[config.mk]
export PLATFORM = sky130hd
export DESIGN_NAME = sacc_sample_convert
export DESIGN_NICKNAME = d
export VERILOG_FILES = /design/src/hdl/sacc_sample_convert.v
export VERILOG_INCLUDE_DIRS = /design/src /design/src/hdl
export SDC_FILE = /design/constraint.sdc
export NUM_CORES = 1
export LEC_CHECK = 0
export ABC_CLOCK_PERIOD_IN_PS = 6700
export BUFFER_PORTS_ARGS = -buffer_cell sky130_fd_sc_hd__buf_2
export CORE_ASPECT_RATIO = 0.7
export CORE_MARGIN = 2
export CORE_UTILIZATION = 30
export CTS_CLUSTER_SIZE = 14
export DETAILED_ROUTE_END_ITERATION = 7
export GPL_TIMING_DRIVEN = 1
export HOLD_SLACK_MARGIN = 0.05
export MAX_ROUTING_LAYER = met4
export SYNTH_ARGS = -nofsm -noshare
export SYNTH_HDL_FRONTEND = slang
export SYNTH_SLANG_ARGS = --single-unit
[constraint.sdc]
create_clock -name clock_i -period 6.7 [get_ports clock_i]
set_input_delay 0.67 -clock clock_i [delete_from_list [all_inputs] [get_ports clock_i]]
set_output_delay 0.67 -clock clock_i [all_outputs]
set_load 0.01 [all_outputs]
[src/hdl/sacc_defines.vh]
/*
 * shared constants for the sample/convert control block: register
 * offsets, field positions, reset values and timing counts.
 * assumes inclusion by bare name from the design file only.
 */
`ifndef SACC_DEFINES_VH
`define SACC_DEFINES_VH

// register byte offsets on the apb bus
`define SACC_OFF_CTRL0    12'h000
`define SACC_OFF_CTRL1    12'h004
`define SACC_OFF_STATUS   12'h008
`define SACC_OFF_FLAGS    12'h00c
`define SACC_OFF_PINSEL   12'h010
`define SACC_OFF_ENTRY    12'h014
`define SACC_OFF_DATAIN   12'h018
`define SACC_OFF_MEM_BASE 12'h040

// ctrl0 fields
`define SACC_C0_ENABLE    0
`define SACC_C0_START     1
`define SACC_C0_CORE_ON   4
`define SACC_C0_REF_ON    5
`define SACC_C0_REF_LVL   6
`define SACC_C0_SHT0_LSB  8
`define SACC_C0_SHT1_LSB  12

// ctrl1 fields
`define SACC_C1_SRC_LSB   0
`define SACC_C1_DIV_LSB   2
`define SACC_C1_MODE      5
`define SACC_C1_INV       6
`define SACC_C1_TRG_LSB   8
`define SACC_C1_CHAN_LSB  12

// reset values
`define SACC_CTRL0_RST    32'h0000_0000
`define SACC_CTRL1_RST    32'h0000_0000

// timing
`define SACC_CONV_CYCLES  4'hd
`define SACC_FULL_SCALE   12'hfff

`endif

[src/hdl/sacc_sample_convert.v]
/*
 * sample and convert control of a 12-bit successive-approximation
 * converter: clock select/divide, trigger select, sampling window,
 * 13-cycle conversion, result store and auto power-down.
 * assumes: apb master on clock_i; the four source clocks arrive as
 * asynchronous square waves and are sampled; comparator_i is the
 * analog comparator output; it is synchronised here, so conv ticks
 * must be at least four clock_i cycles apart for a trial to settle.
 */
`timescale 1ns/1ps
`default_nettype none
`include "sacc_defines.vh"

// What this block does
// - result saturates at all ones or zero
// - ctrl0, ctrl1 and entry writes ignored while enable set, except enable, start and reference on
// - no conversion while enable is clear
// - conv clock from four sources, divide 1-8
// - one conv clock steps conversion and timer
// - one of twelve channels selected, none for codes 12-15
// - analog select kills pin buffers
// - reference on and level select outputs
// - core and oscillator power only when busy
// - reference never switched off automatically
// - trigger rising edge starts sampling
// - trigger from four selectable sources
// - optional trigger polarity inversion
// - sample while high, then 13 cycles
// - extended mode: trigger drives sample control
// - pulse mode: timer holds sample control
// - sample time in fours of clocks
// - field by entry 0-7 or 8-15
// - sixteen word result buffer
// - vector register gives highest pending source
// - result write sets slot flag
module sacc_sample_convert #(
    parameter NUM_SLOTS = 16
) (
    // clock and reset
    input  wire        clock_i,
    input  wire        rst_n_i,
    // apb slave
    input  wire        psel_i,
    input  wire        penable_i,
    input  wire        pwrite_i,
    input  wire [11:0] paddr_i,
    input  wire [31:0] pwdata_i,
    output wire [31:0] prdata_o,
    output wire        pready_o,
    output wire        pslverr_o,
    // clock sources, asynchronous
    input  wire        subsystem_clock_i,
    input  wire        main_clock_i,
    input  wire        aux_clock_i,
    input  wire        internal_conv_oscillator_i,
    // timer trigger outputs, asynchronous
    input  wire        timer_a_out1_i,
    input  wire        timer_b_out0_i,
    input  wire        timer_b_out1_i,
    // analog core
    input  wire        comparator_i,
    output reg  [11:0] dac_o,
    output reg         sample_control_o,
    output reg         core_power_o,
    output reg         osc_enable_o,
    output reg         reference_on_o,
    output reg         reference_level_sel_o,
    output reg  [11:0] channel_onehot_o,
    // port pins
    output reg  [7:0]  pin_buffer_disable_o,
    // status
    output reg         busy_o
);

    // fsm states, one-hot
    localparam [3:0] ST_IDLE = 4'b0001;
    localparam [3:0] ST_SAMP = 4'b0010;
    localparam [3:0] ST_CONV = 4'b0100;
    localparam [3:0] ST_STOR = 4'b1000;

    // registers
    reg [31:0] ctrl0_reg;                 // enable, start, power, times
    reg [31:0] ctrl1_reg;                 // clock, trigger, mode, channel
    reg [7:0]  pinsel_reg;                // analog select per pin
    reg [3:0]  entry_reg;                 // control entry in use
    reg [11:0] datain_reg;                // test hook: written and read back only
    reg [11:0] mem [0:NUM_SLOTS-1];       // result slots
    reg [NUM_SLOTS-1:0] flags_reg;        // result flags
    reg [3:0]  state_reg;
    reg [3:0]  bit_cnt_reg;               // conversion step counter
    reg [5:0]  samp_cnt_reg;              // pulse mode sample counter
    reg [11:0] sar_reg;                   // approximation register
    reg [2:0]  div_cnt_reg;               // clock divider
    reg [1:0]  src_sync_reg;              // source clock synchroniser
    reg        src_prev_reg;              // for rising edge detect
    reg [2:0]  trg_sync_reg;              // trigger sync plus history
    reg [1:0]  timer_a1_reg;              // timer a unit 1 synchroniser
    reg [1:0]  timer_b0_reg;              // timer b unit 0 synchroniser
    reg [1:0]  timer_b1_reg;              // timer b unit 1 synchroniser
    reg [1:0]  comp_sync_reg;             // comparator synchroniser

    // decode
    wire enable     = ctrl0_reg[`SACC_C0_ENABLE];
    wire sw_start   = ctrl0_reg[`SACC_C0_START];
    wire [1:0] src  = ctrl1_reg[`SACC_C1_SRC_LSB +: 2];
    wire [2:0] div  = ctrl1_reg[`SACC_C1_DIV_LSB +: 3];
    wire pulse_mode = ctrl1_reg[`SACC_C1_MODE];
    wire invert     = ctrl1_reg[`SACC_C1_INV];
    wire [1:0] trg  = ctrl1_reg[`SACC_C1_TRG_LSB +: 2];
    wire [3:0] chan = ctrl1_reg[`SACC_C1_CHAN_LSB +: 4];
    wire [3:0] sht0 = ctrl0_reg[`SACC_C0_SHT0_LSB +: 4];
    wire [3:0] sht1 = ctrl0_reg[`SACC_C0_SHT1_LSB +: 4];

    // writes land at the access edge; the slave answers at once, so
    // a read returns what the registers held before that edge
    wire wr_en = psel_i & penable_i & pwrite_i;
    wire idle  = state_reg[0];

    // conversion clock source select; the selected raw clock goes through
    // two flops so the divider sees a clean level, which caps the usable
    // source rate near a third of clock_i
    reg  src_raw;
    always @* begin
        case (src)
            2'd0:    src_raw = internal_conv_oscillator_i;
            2'd1:    src_raw = aux_clock_i;
            2'd2:    src_raw = main_clock_i;
            default: src_raw = subsystem_clock_i;
        endcase
    end

    wire src_rise = src_sync_reg[1] & ~src_prev_reg;
    wire conv_tick = src_rise && (div_cnt_reg == div);

    // source sync, edge detect and divider
    always @(posedge clock_i or negedge rst_n_i) begin
        if (!rst_n_i) begin
            src_sync_reg <= 2'b00;
            src_prev_reg <= 1'b0;
            div_cnt_reg  <= 3'd0;
        end else begin
            src_sync_reg <= {src_sync_reg[0], src_raw};
            src_prev_reg <= src_sync_reg[1];
            if (src_rise) begin
                if (div_cnt_reg == div)
                    div_cnt_reg <= 3'd0;
                else
                    div_cnt_reg <= div_cnt_reg + 3'd1;
            end
        end
    end

    // timer outputs: two flops each in the fast domain first
    always @(posedge clock_i or negedge rst_n_i) begin
        if (!rst_n_i) begin
            timer_a1_reg <= 2'b00;
            timer_b0_reg <= 2'b00;
            timer_b1_reg <= 2'b00;
        end else begin
            timer_a1_reg <= {timer_a1_reg[0], timer_a_out1_i};
            timer_b0_reg <= {timer_b0_reg[0], timer_b_out0_i};
            timer_b1_reg <= {timer_b1_reg[0], timer_b_out1_i};
        end
    end

    // analog comparator: two flops before the sar logic reads it; with
    // the dac_o flop this needs conv ticks four clocks apart
    always @(posedge clock_i or negedge rst_n_i) begin
        if (!rst_n_i)
            comp_sync_reg <= 2'b00;
        else
            comp_sync_reg <= {comp_sync_reg[0], comparator_i};
    end
    wire comp_level = comp_sync_reg[1];   // settled trial answer

    // software start is a level: it must be cleared and set again to
    // give the next rising edge
    // trigger source mux and polarity
    reg trg_raw;
    always @* begin
        case (trg)
            2'd0:    trg_raw = sw_start;
            2'd1:    trg_raw = timer_a1_reg[1];
            2'd2:    trg_raw = timer_b0_reg[1];
            default: trg_raw = timer_b1_reg[1];
        endcase
    end
    wire sample_trigger = trg_raw ^ invert;

    // two more stages on conv ticks, third stage is edge history
    always @(posedge clock_i or negedge rst_n_i) begin
        if (!rst_n_i)
            trg_sync_reg <= 3'b000;
        else if (conv_tick)
            trg_sync_reg <= {trg_sync_reg[1:0], sample_trigger};
    end
    wire trg_level = trg_sync_reg[1];
    wire trg_rise  = trg_sync_reg[1] & ~trg_sync_reg[2];

    // sample time: 4 * (field + 1) conv clocks, field by entry
    wire [3:0] sht_sel = entry_reg[3] ? sht1 : sht0;
    wire [5:0] samp_len = {sht_sel, 2'b11};

    // sequencer
    always @(posedge clock_i or negedge rst_n_i) begin
        if (!rst_n_i) begin
            state_reg        <= ST_IDLE;
            bit_cnt_reg      <= 4'd0;
            samp_cnt_reg     <= 6'd0;
            sar_reg          <= 12'h000;
            sample_control_o <= 1'b0;
        end else if (!enable) begin
            // clearing enable aborts at once; result is lost
            state_reg        <= ST_IDLE;
            sample_control_o <= 1'b0;
        end else if (conv_tick) begin
            case (state_reg)
                ST_IDLE: begin
                    if (trg_rise) begin
                        state_reg        <= ST_SAMP;
                        sample_control_o <= 1'b1;
                        samp_cnt_reg     <= samp_len;
                    end
                end
                ST_SAMP: begin
                    if (pulse_mode ? (samp_cnt_reg == 6'd0)
                                   : !trg_level) begin
                        state_reg        <= ST_CONV;
                        sample_control_o <= 1'b0;
                        bit_cnt_reg      <= 4'd0;
                        sar_reg          <= 12'h800;
                    end else begin
                        samp_cnt_reg <= samp_cnt_reg - 6'd1;
                    end
                end
                ST_CONV: begin
                    // 12 bit trials then one settle cycle: 13 in total
                    if (bit_cnt_reg == `SACC_CONV_CYCLES - 4'd1) begin
                        state_reg <= ST_STOR;
                    end else begin
                        bit_cnt_reg <= bit_cnt_reg + 4'd1;
                        if (bit_cnt_reg < 4'd12) begin
                            // input at or above top keeps all ones,
                            // at or below bottom ends at zero
                            sar_reg <= sar_reg
                                & ~((comp_level ? 12'h000 : 12'h800)
                                    >> bit_cnt_reg)
                                | ((12'h800 >> bit_cnt_reg) >> 1);
                        end
                    end
                end
                ST_STOR: begin
                    // the slot logic below writes the result on this tick
                    state_reg <= ST_IDLE;
                end
                default: state_reg <= ST_IDLE;
            endcase
        end
    end

    // result store and slot flags; hardware set wins over software clear
    wire store = enable & conv_tick & state_reg[3];
    genvar g;
    generate
        for (g = 0; g < NUM_SLOTS; g = g + 1) begin : g_slot
            always @(posedge clock_i or negedge rst_n_i) begin
                if (!rst_n_i) begin
                    mem[g]       <= 12'h000;
                    flags_reg[g] <= 1'b0;
                end else if (store && entry_reg == g) begin
                    mem[g]       <= sar_reg & `SACC_FULL_SCALE;
                    flags_reg[g] <= 1'b1;
                end else if (wr_en && paddr_i == `SACC_OFF_FLAGS
                             && pwdata_i[g]) begin
                    flags_reg[g] <= 1'b0;
                end
            end
        end
    endgenerate

    // register writes; most fields locked while enable is set
    always @(posedge clock_i or negedge rst_n_i) begin
        if (!rst_n_i) begin
            ctrl0_reg  <= `SACC_CTRL0_RST;
            ctrl1_reg  <= `SACC_CTRL1_RST;
            pinsel_reg <= 8'h00;
            entry_reg  <= 4'h0;
            datain_reg <= 12'h000;
        end else if (wr_en) begin
            case (paddr_i)
                `SACC_OFF_CTRL0: begin
                    if (!enable)
                        ctrl0_reg <= pwdata_i;
                    else begin
                        // enable, start and reference stay writable
                        ctrl0_reg[`SACC_C0_ENABLE] <= pwdata_i[0];
                        ctrl0_reg[`SACC_C0_START]  <= pwdata_i[1];
                        ctrl0_reg[`SACC_C0_REF_ON] <= pwdata_i[5];
                    end
                end
                `SACC_OFF_CTRL1:
                    if (!enable) ctrl1_reg <= pwdata_i;
                `SACC_OFF_PINSEL: pinsel_reg <= pwdata_i[7:0];
                `SACC_OFF_ENTRY:
                    if (!enable) entry_reg <= pwdata_i[3:0];
                `SACC_OFF_DATAIN: datain_reg <= pwdata_i[11:0];
                default: ;
            endcase
        end
    end

    // everything leaves through a flop, one clock after the state it
    // follows, so busy trails sample control by one clock
    // analog side outputs
    always @(posedge clock_i or negedge rst_n_i) begin
        if (!rst_n_i) begin
            core_power_o          <= 1'b0;
            osc_enable_o          <= 1'b0;
            reference_on_o        <= 1'b0;
            reference_level_sel_o <= 1'b0;
            channel_onehot_o      <= 12'h000;
            pin_buffer_disable_o  <= 8'h00;
            busy_o                <= 1'b0;
            dac_o                 <= 12'h000;
        end else begin
            // power only while a conversion is in flight
            core_power_o <= ctrl0_reg[`SACC_C0_CORE_ON] & ~idle;
            osc_enable_o <= ~idle && src == 2'd0;
            reference_on_o        <= ctrl0_reg[`SACC_C0_REF_ON];
            reference_level_sel_o <= ctrl0_reg[`SACC_C0_REF_LVL];
            channel_onehot_o <= (chan < 4'd12)
                ? (12'h001 << chan) : 12'h000;
            pin_buffer_disable_o <= pinsel_reg;
            busy_o <= ~idle;
            dac_o  <= sar_reg;
        end
    end

    // highest pending flag: lowest slot number wins, 0 means none
    // a new flag may change the vector between two reads of status
    reg [4:0] vector;
    integer k;
    always @* begin
        vector = 5'd0;
        for (k = NUM_SLOTS - 1; k >= 0; k = k - 1)
            if (flags_reg[k]) vector = k[4:0] + 5'd1;
    end

    // apb read mux, zero-wait
    reg [31:0] rdata;
    always @* begin
        rdata = 32'h0000_0000;
        case (paddr_i)
            `SACC_OFF_CTRL0:  rdata = ctrl0_reg;
            `SACC_OFF_CTRL1:  rdata = ctrl1_reg;
            `SACC_OFF_STATUS: rdata = {23'h0, vector, state_reg[3:1], busy_o};
            `SACC_OFF_FLAGS:  rdata = {{(32-NUM_SLOTS){1'b0}}, flags_reg};
            `SACC_OFF_PINSEL: rdata = {24'h0, pinsel_reg};
            `SACC_OFF_ENTRY:  rdata = {28'h0, entry_reg};
            `SACC_OFF_DATAIN: rdata = {20'h0, datain_reg};
            default:
                if (paddr_i[11:6] == 6'h01)
                    rdata = {20'h0, mem[paddr_i[5:2]]};
        endcase
    end

    // no wait states and no error answer: every offset is legal and
    // unmapped reads return zero
    assign prdata_o  = rdata;
    assign pready_o  = 1'b1;
    assign pslverr_o = 1'b0;

endmodule // sacc_sample_convert
`default_nettype wire

Yosys cells after proc, flatten, opt, wreduce, memory -nomap -nowiden
Cells that the tools add are included.
{"block": "classes", "add_sub_neg": 3, "magnitude_cmp": 3, "eq_ne": 41, "shift": 3, "mux": 81, "bitwise": 16, "reduce_logical": 70}
{"operator": "case mux 32 bit (7 select lines)", "n": 1}
{"operator": "two-way mux 12 bit", "n": 8}
{"operator": "two-way mux 5 bit", "n": 16}
{"operator": "binary-select mux 12 bit (select 4 bit)", "n": 1}
{"operator": "two-way mux 1 bit", "n": 37}
{"operator": "equality test 12 x 5 -> 1 bit (second input constant)", "n": 3}
{"operator": "equality test 4 bit (second input constant)", "n": 9}
{"operator": "nonzero test 2 bit", "n": 18}
{"operator": "logical AND 1 bit", "n": 35}
{"operator": "two-way mux 4 bit", "n": 8}
{"operator": "equality test 12 x 4 -> 1 bit (second input constant)", "n": 2}
{"operator": "case mux 12 bit (2 select lines)", "n": 1}
{"operator": "equality test 4 x 3 -> 1 bit (second input constant)", "n": 5}
{"operator": "AND 12 bit", "n": 1}
{"operator": "equality test 12 x 3 -> 1 bit (second input constant)", "n": 1}
{"operator": "equality test 4 x 2 -> 1 bit (second input constant)", "n": 3}
{"operator": "zero test 12 bit", "n": 1}
{"operator": "two-way mux 6 bit", "n": 2}
{"operator": "inverter 12 bit", "n": 1}
{"operator": "bitwise OR 12 x 11 -> 12 bit", "n": 1}
{"operator": "case mux 4 bit (3 select lines)", "n": 1}
{"operator": "case mux 6 bit (2 select lines)", "n": 1}
{"operator": "left shift 1 x 4 -> 12 bit (first input constant)", "n": 1}
{"operator": ">> shifter 12 x 4 -> 12 bit", "n": 1}
{"operator": "other kinds (32)", "n": 59}
{"block": "totals", "reg_bits": 377, "in_bits": 57, "output_inout_bits": 72, "wordCells": 276}

Longest topological paths before layout
{"block": "depth", "ltp_word": 17, "mapped_depth": 8, "mapped_depth_nobuf": 7}

Least setup slack after synthesis
No wires, ideal clock.
{"block": "synth_timing", "path_kind": "input port to output port", "startpoint": "input port paddr_i[2]", "endpoint": "output port prdata_o[11]", "arrival_ps": 2505, "required_time_ps": 6030, "setup_slack_ps": 3525, "stages": 8, "path_buffers": 3, "cell_sequence": "buf_2 > buf_2 > buf_2 > mux4_2 > mux2i_1 > nor2_1 > a221oi_1 > nand2_1"}
{"block": "synth_via", "elab_chain_len": 6, "word_cells_on_any_way": 13, "classes_between": "6 x eq/ne; 5 x mux; 1 x bitwise; 1 x reduce/logical"}
{"element": "from (decl)", "line_no": "sacc_sample_convert.v:46", "text": "input wire [11:0] paddr_i,"}
{"element": "inverter 4 -> 5 bit (implied by the code)", "line_no": "sacc_sample_convert.v:363", "text": "rdata = {20'h0, mem[paddr_i[5:2]]};"}
{"element": "binary-select mux 12 bit (select 4 bit)", "line_no": "sacc_sample_convert.v:363"}
{"element": "two-way mux 12 bit (implied by the code) (2 in a row)", "line_no": "sacc_sample_convert.v:363"}
{"element": "two-way mux 12 bit", "line_no": "sacc_sample_convert.v:362", "text": "if (paddr_i[11:6] == 6'h01)"}
{"element": "case mux 32 bit (7 select lines) (*)", "line_no": "sacc_sample_convert.v:353", "text": "case (paddr_i)"}
{"element": "to (decl)", "line_no": "sacc_sample_convert.v:48", "text": "output wire [31:0] prdata_o,"}
Mark *: on every way between the ends. The rest lies on a longest branch, timed or not. The select of a mux whose other input is x is not followed.

Final worst setup path
{"block": "layout_timing", "startpoint": "input port paddr_i[9]", "endpoint": "output port prdata_o[7]"}
{"block": "layout_via", "elab_chain_len": 3, "word_cells_on_any_way": 10, "classes_between": "7 x eq/ne; 2 x mux; 1 x reduce/logical"}
{"element": "equality test 6 x 1 -> 1 bit", "line_no": "sacc_sample_convert.v:362"}
{"element": "two-way mux 12 bit", "line_no": "sacc_sample_convert.v:362"}
{"element": "case mux 32 bit (7 select lines) (*)", "line_no": "sacc_sample_convert.v:353"}
Mark *: on every way between the ends. The rest lies on a longest branch, timed or not.

==> summary.txt <==
Drt
  – WL final: 49.1 mm
  – Post-route ant nets: 0
  – WL per Instance: 22.8 microns
  – Routed via count: roughly 11k
  – Post-route DRC: 0
  – Number of detailed-route iterations in the first pass: 7
  – Post-DR vias/cell: 5.32
  – DRT iter0 DRCs: 1218

Placed design
  – Routability cong.: between 0.8 and 0.9
  – Port buffer count: about 130
  – DPL Wire Length: around 33 mm
  – Inst Count DP: approximately 2.1k

Worst setup path
  – Critical-path cell list: buf_2 -> or4_1 -> nor4_4 -> buf_4 -> nand2_1 -> nor4_1 -> a211o_1 -> buf_2
  – Worst Setup End Kind: output port
  – Slowest stage delay, CP: just over 1 ns
  – WS Path Type: in -> out
  – Top cell by count, worst path: buf_2
  – Crit path from: paddr_i[9]
  – CP Launch Type: input port
  – Worst Path Max Fanout: 7
  – Crit-path slowest cell: nor4_1
  – WP data arrival: between 3 and 4 ns
  – Worst endpoint required time: ~6.0 ns
  – Worst r2r src: state_reg[3]$_DFFE_PN0P_
  – FF-to-FF path depth: 5

Yosys
  – Number of synthesized flops with an enable pin: 0
  – Ys async rst share: 1.00
  – Distinct cell type count after synthesis: 67
  – Syn_nets: 1345
  – Post-Synthesis Cells: 1279
  – Cell Area, Synth: around 0.017 sq mm
  – Ys Warns: 0
  – Synthesized flop and latch total: 377
  – Syn avg cell area: 13.3 sq um
  – Ys flop type: dfrtp_1
  – Sequential share of the synthesized area: 0.555

Final layout
  – Final Net Count: 1451
  – Max reg flops: 192
  – Final std cells w/o fill: 2153
  – Fraction of layout cells with a size suffix above 1: 0.400
  – Synthesis-to-layout area growth: 15.9%
  – Filler Cell Count: 5392

Floorplanning
  – Die Ht: just over 200 microns
  – Die Wd: 288 microns
  – CORE AREA: 0.0556 sq mm
  – # IOs: 129
  – Initial Util: 0.306
  – Row cnt: a little over 70
  – Die Footprint: 0.0586 sq mm

STA
  – RSZ-0062 raised after global routing: false
  – Final hold vios: 0
  – Worst-margin pin slew: around 1.3 ns
  – Max frequency: about 230 MHz
  – Final worst path period share: 0.657
  – Minimum clock period: roughly 4.4 ns
  – Final Setup Violations: 0
  – Final setup skew: 0.0284 ns
  – Rel. slew slack: 0.118
  – TNS Setup: 0 ns
  – Slew Limit Fails: 0

GRT
  – Total GRT Usage: 0.173
  – Largest net degree at the start of global routing: 148
  – GRT Residual Overflow: 0
  – Vias in the first global route: 11.7k
  – First-pass GRT wire length: 74.6 mm
  – Initial antenna violation count: 5

CTS
  – Hold Buf Count CTS: 0
  – CTS tree: built
  – PostCTS Resize Cnt: 0
  – Num Clock Sinks: 377
  – Postcts setup bufs: 0
  – CTS Buf Count: 37
  – Skew-Pair Late Insertion Delay: roughly 0.55 ns
  – H-Tree Depth: 2
  – Clock transition at path regs: 0.07 ns
  – CTS root buf: clkbuf_16
  – Clock buffer depth: 3

Power
  – Worst IR drop on VDD: ~0.19 mV
  – Pwr Density: 231 mW/mm^2
  – Leak: roughly 9.6 nW

Job
  – Max-Cap Viols: 0

Outcome
  – Outcome: finished clean

Worst hold path
  – Worst hold path type: in -> async
[worst paths after layout]
path,end,slack [ns]
worst min-delay path,mem[70]$_DFFE_PN0P_,0.17
min in group clock_i,timer_a1_reg[0]$_DFF_PN0_,0.25
worst max-delay path,prdata_o[7],2.30
worst min register to register,timer_b1_reg[1]$_DFF_PN0_,0.35
max in group asynchronous,trg_sync_reg[2]$_DFFE_PN0P_,5.18
worst max register to register,sar_reg[7]$_DFFE_PN0P_,3.41
[report_power, final]
part / switching, mW / leakage [nW] / internal [mW]
Clock: 0.893 / 0.595 / 1.22
Combinational: 0.113 / 3.80 / 0.0444
Sequential: 0.00538 / 5.16 / 2.28
[Yosys cell counts (4+ instances only)]
library cell / n / area [sq um]
and3_1: 12 / 75.1
buf_1: 8 / 30.0
nor2_1: 42 / 158
a221oi_1: 6 / 52.6
dfrtp_1: 376 / 9410
o21ai_0: 51 / 255
a211o_1: 4 / 35.0
nand3b_1: 8 / 60.1
inv_1: 22 / 82.6
ha_1: 9 / 113
a222oi_1: 7 / 70.1
a22oi_1: 8 / 60.1
mux2_2: 285 / 3210
o31ai_1: 9 / 67.6
a31oi_1: 8 / 50.1
nor3b_1: 5 / 37.5
mux2i_1: 21 / 210
nand4_1: 8 / 50.1
a21oi_1: 29 / 145
mux4_2: 47 / 1060
a22o_1: 20 / 175
a21o_1: 6 / 45.0
nor3_1: 14 / 70.1
buf_2: 22 / 110
nor2b_1: 10 / 62.6
clkbuf_1: 54 / 203
nand3_1: 34 / 170
nand2b_1: 10 / 62.6
nand2_1: 78 / 293
buf_4: 5 / 37.5
nor4_1: 7 / 43.8
[layout by cell type (no fill, tap or decap), drive strengths merged, types with 3 or more instances in the layout]
master / netlist / routed
dfrtp: 376 / 376
mux2: 285 / 285
buf: 36 / 157
nand2: 79 / 79
clkbuf: 54 / 52
o21ai: 51 / 51
mux4: 47 / 47
nor2: 42 / 42
nand3: 34 / 34
a21oi: 29 / 29
inv: 22 / 23
mux2i: 21 / 21
a22o: 20 / 20
nor3: 15 / 15
and3: 12 / 12
nor4: 11 / 11
nor2b: 10 / 10
nand2b: 10 / 10
o31ai: 9 / 9
ha: 9 / 9
nand3b: 8 / 8
a22oi: 8 / 8
nand4: 8 / 8
a31oi: 8 / 8
a222oi: 7 / 7
a221oi: 6 / 6
a21o: 6 / 6
clkinv: 0 / 6
nor3b: 5 / 5
diode: 0 / 4
a211o: 4 / 4
or4: 3 / 3
a211oi: 3 / 3
xor2: 3 / 3
nor4b: 3 / 3
[through the flow]
stage	instance area [sq um]	setup WS [ns]	hold slack [ns]	utilization	total power [mW]
after floorplan	17000	3.52	0.331	-	2.39
after global placement	18500	2.56	0.336	0.332	2.49
after detailed placement	18500	2.46	0.337	0.332	2.49
after CTS	19700	2.46	0.212	0.354	4.61
after global routing	19700	2.29	0.222	0.354	4.73
final	19700	2.30	0.169	0.354	4.56
[logic make-up (layout without fill, tap and decap cells)]
logic type	Yosys count	in the layout	share of synthesized area
flip-flops	377	377	0.555
multiplexers	353	353	0.263
AND/OR/NAND/NOR	252	252	0.0766
AO/OA/AOI/OAI	170	170	0.0677
buffers and inverters	112	242	0.0279
adder cells (fa/ha/maj)	9	9	0.00663
XOR/XNOR	4	4	0.00206
other	2	6	0.000442
[layout make-up]
class,count,area [sq um],share of cell area
diodes,4,10.0,0.000508
repair buffers,157,901,0.0457
multi-input cells,790,7130,0.362
inverters,22,82.6,0.00419
flip-flops and latches,377,9440,0.479
well taps,740,926,0.0470
clock inverters,11,114,0.00578
clock buffers,52,1090,0.0556
[routing by layer]
metal  wire (microns)  GRT usage
met5                0          -
met4              820     0.0353
met3             4090     0.0520
met2            20100      0.229
met1            24100      0.259
[critical path: cells and delay by family]
family	cells	cell delay (ns)
AOI/OAI and AO/OA	1	0.34
buffers and inverters	3	0.50
and+or+nand+nor	4	2.22
Note: power is estimated with default switching activity, not from simulation.
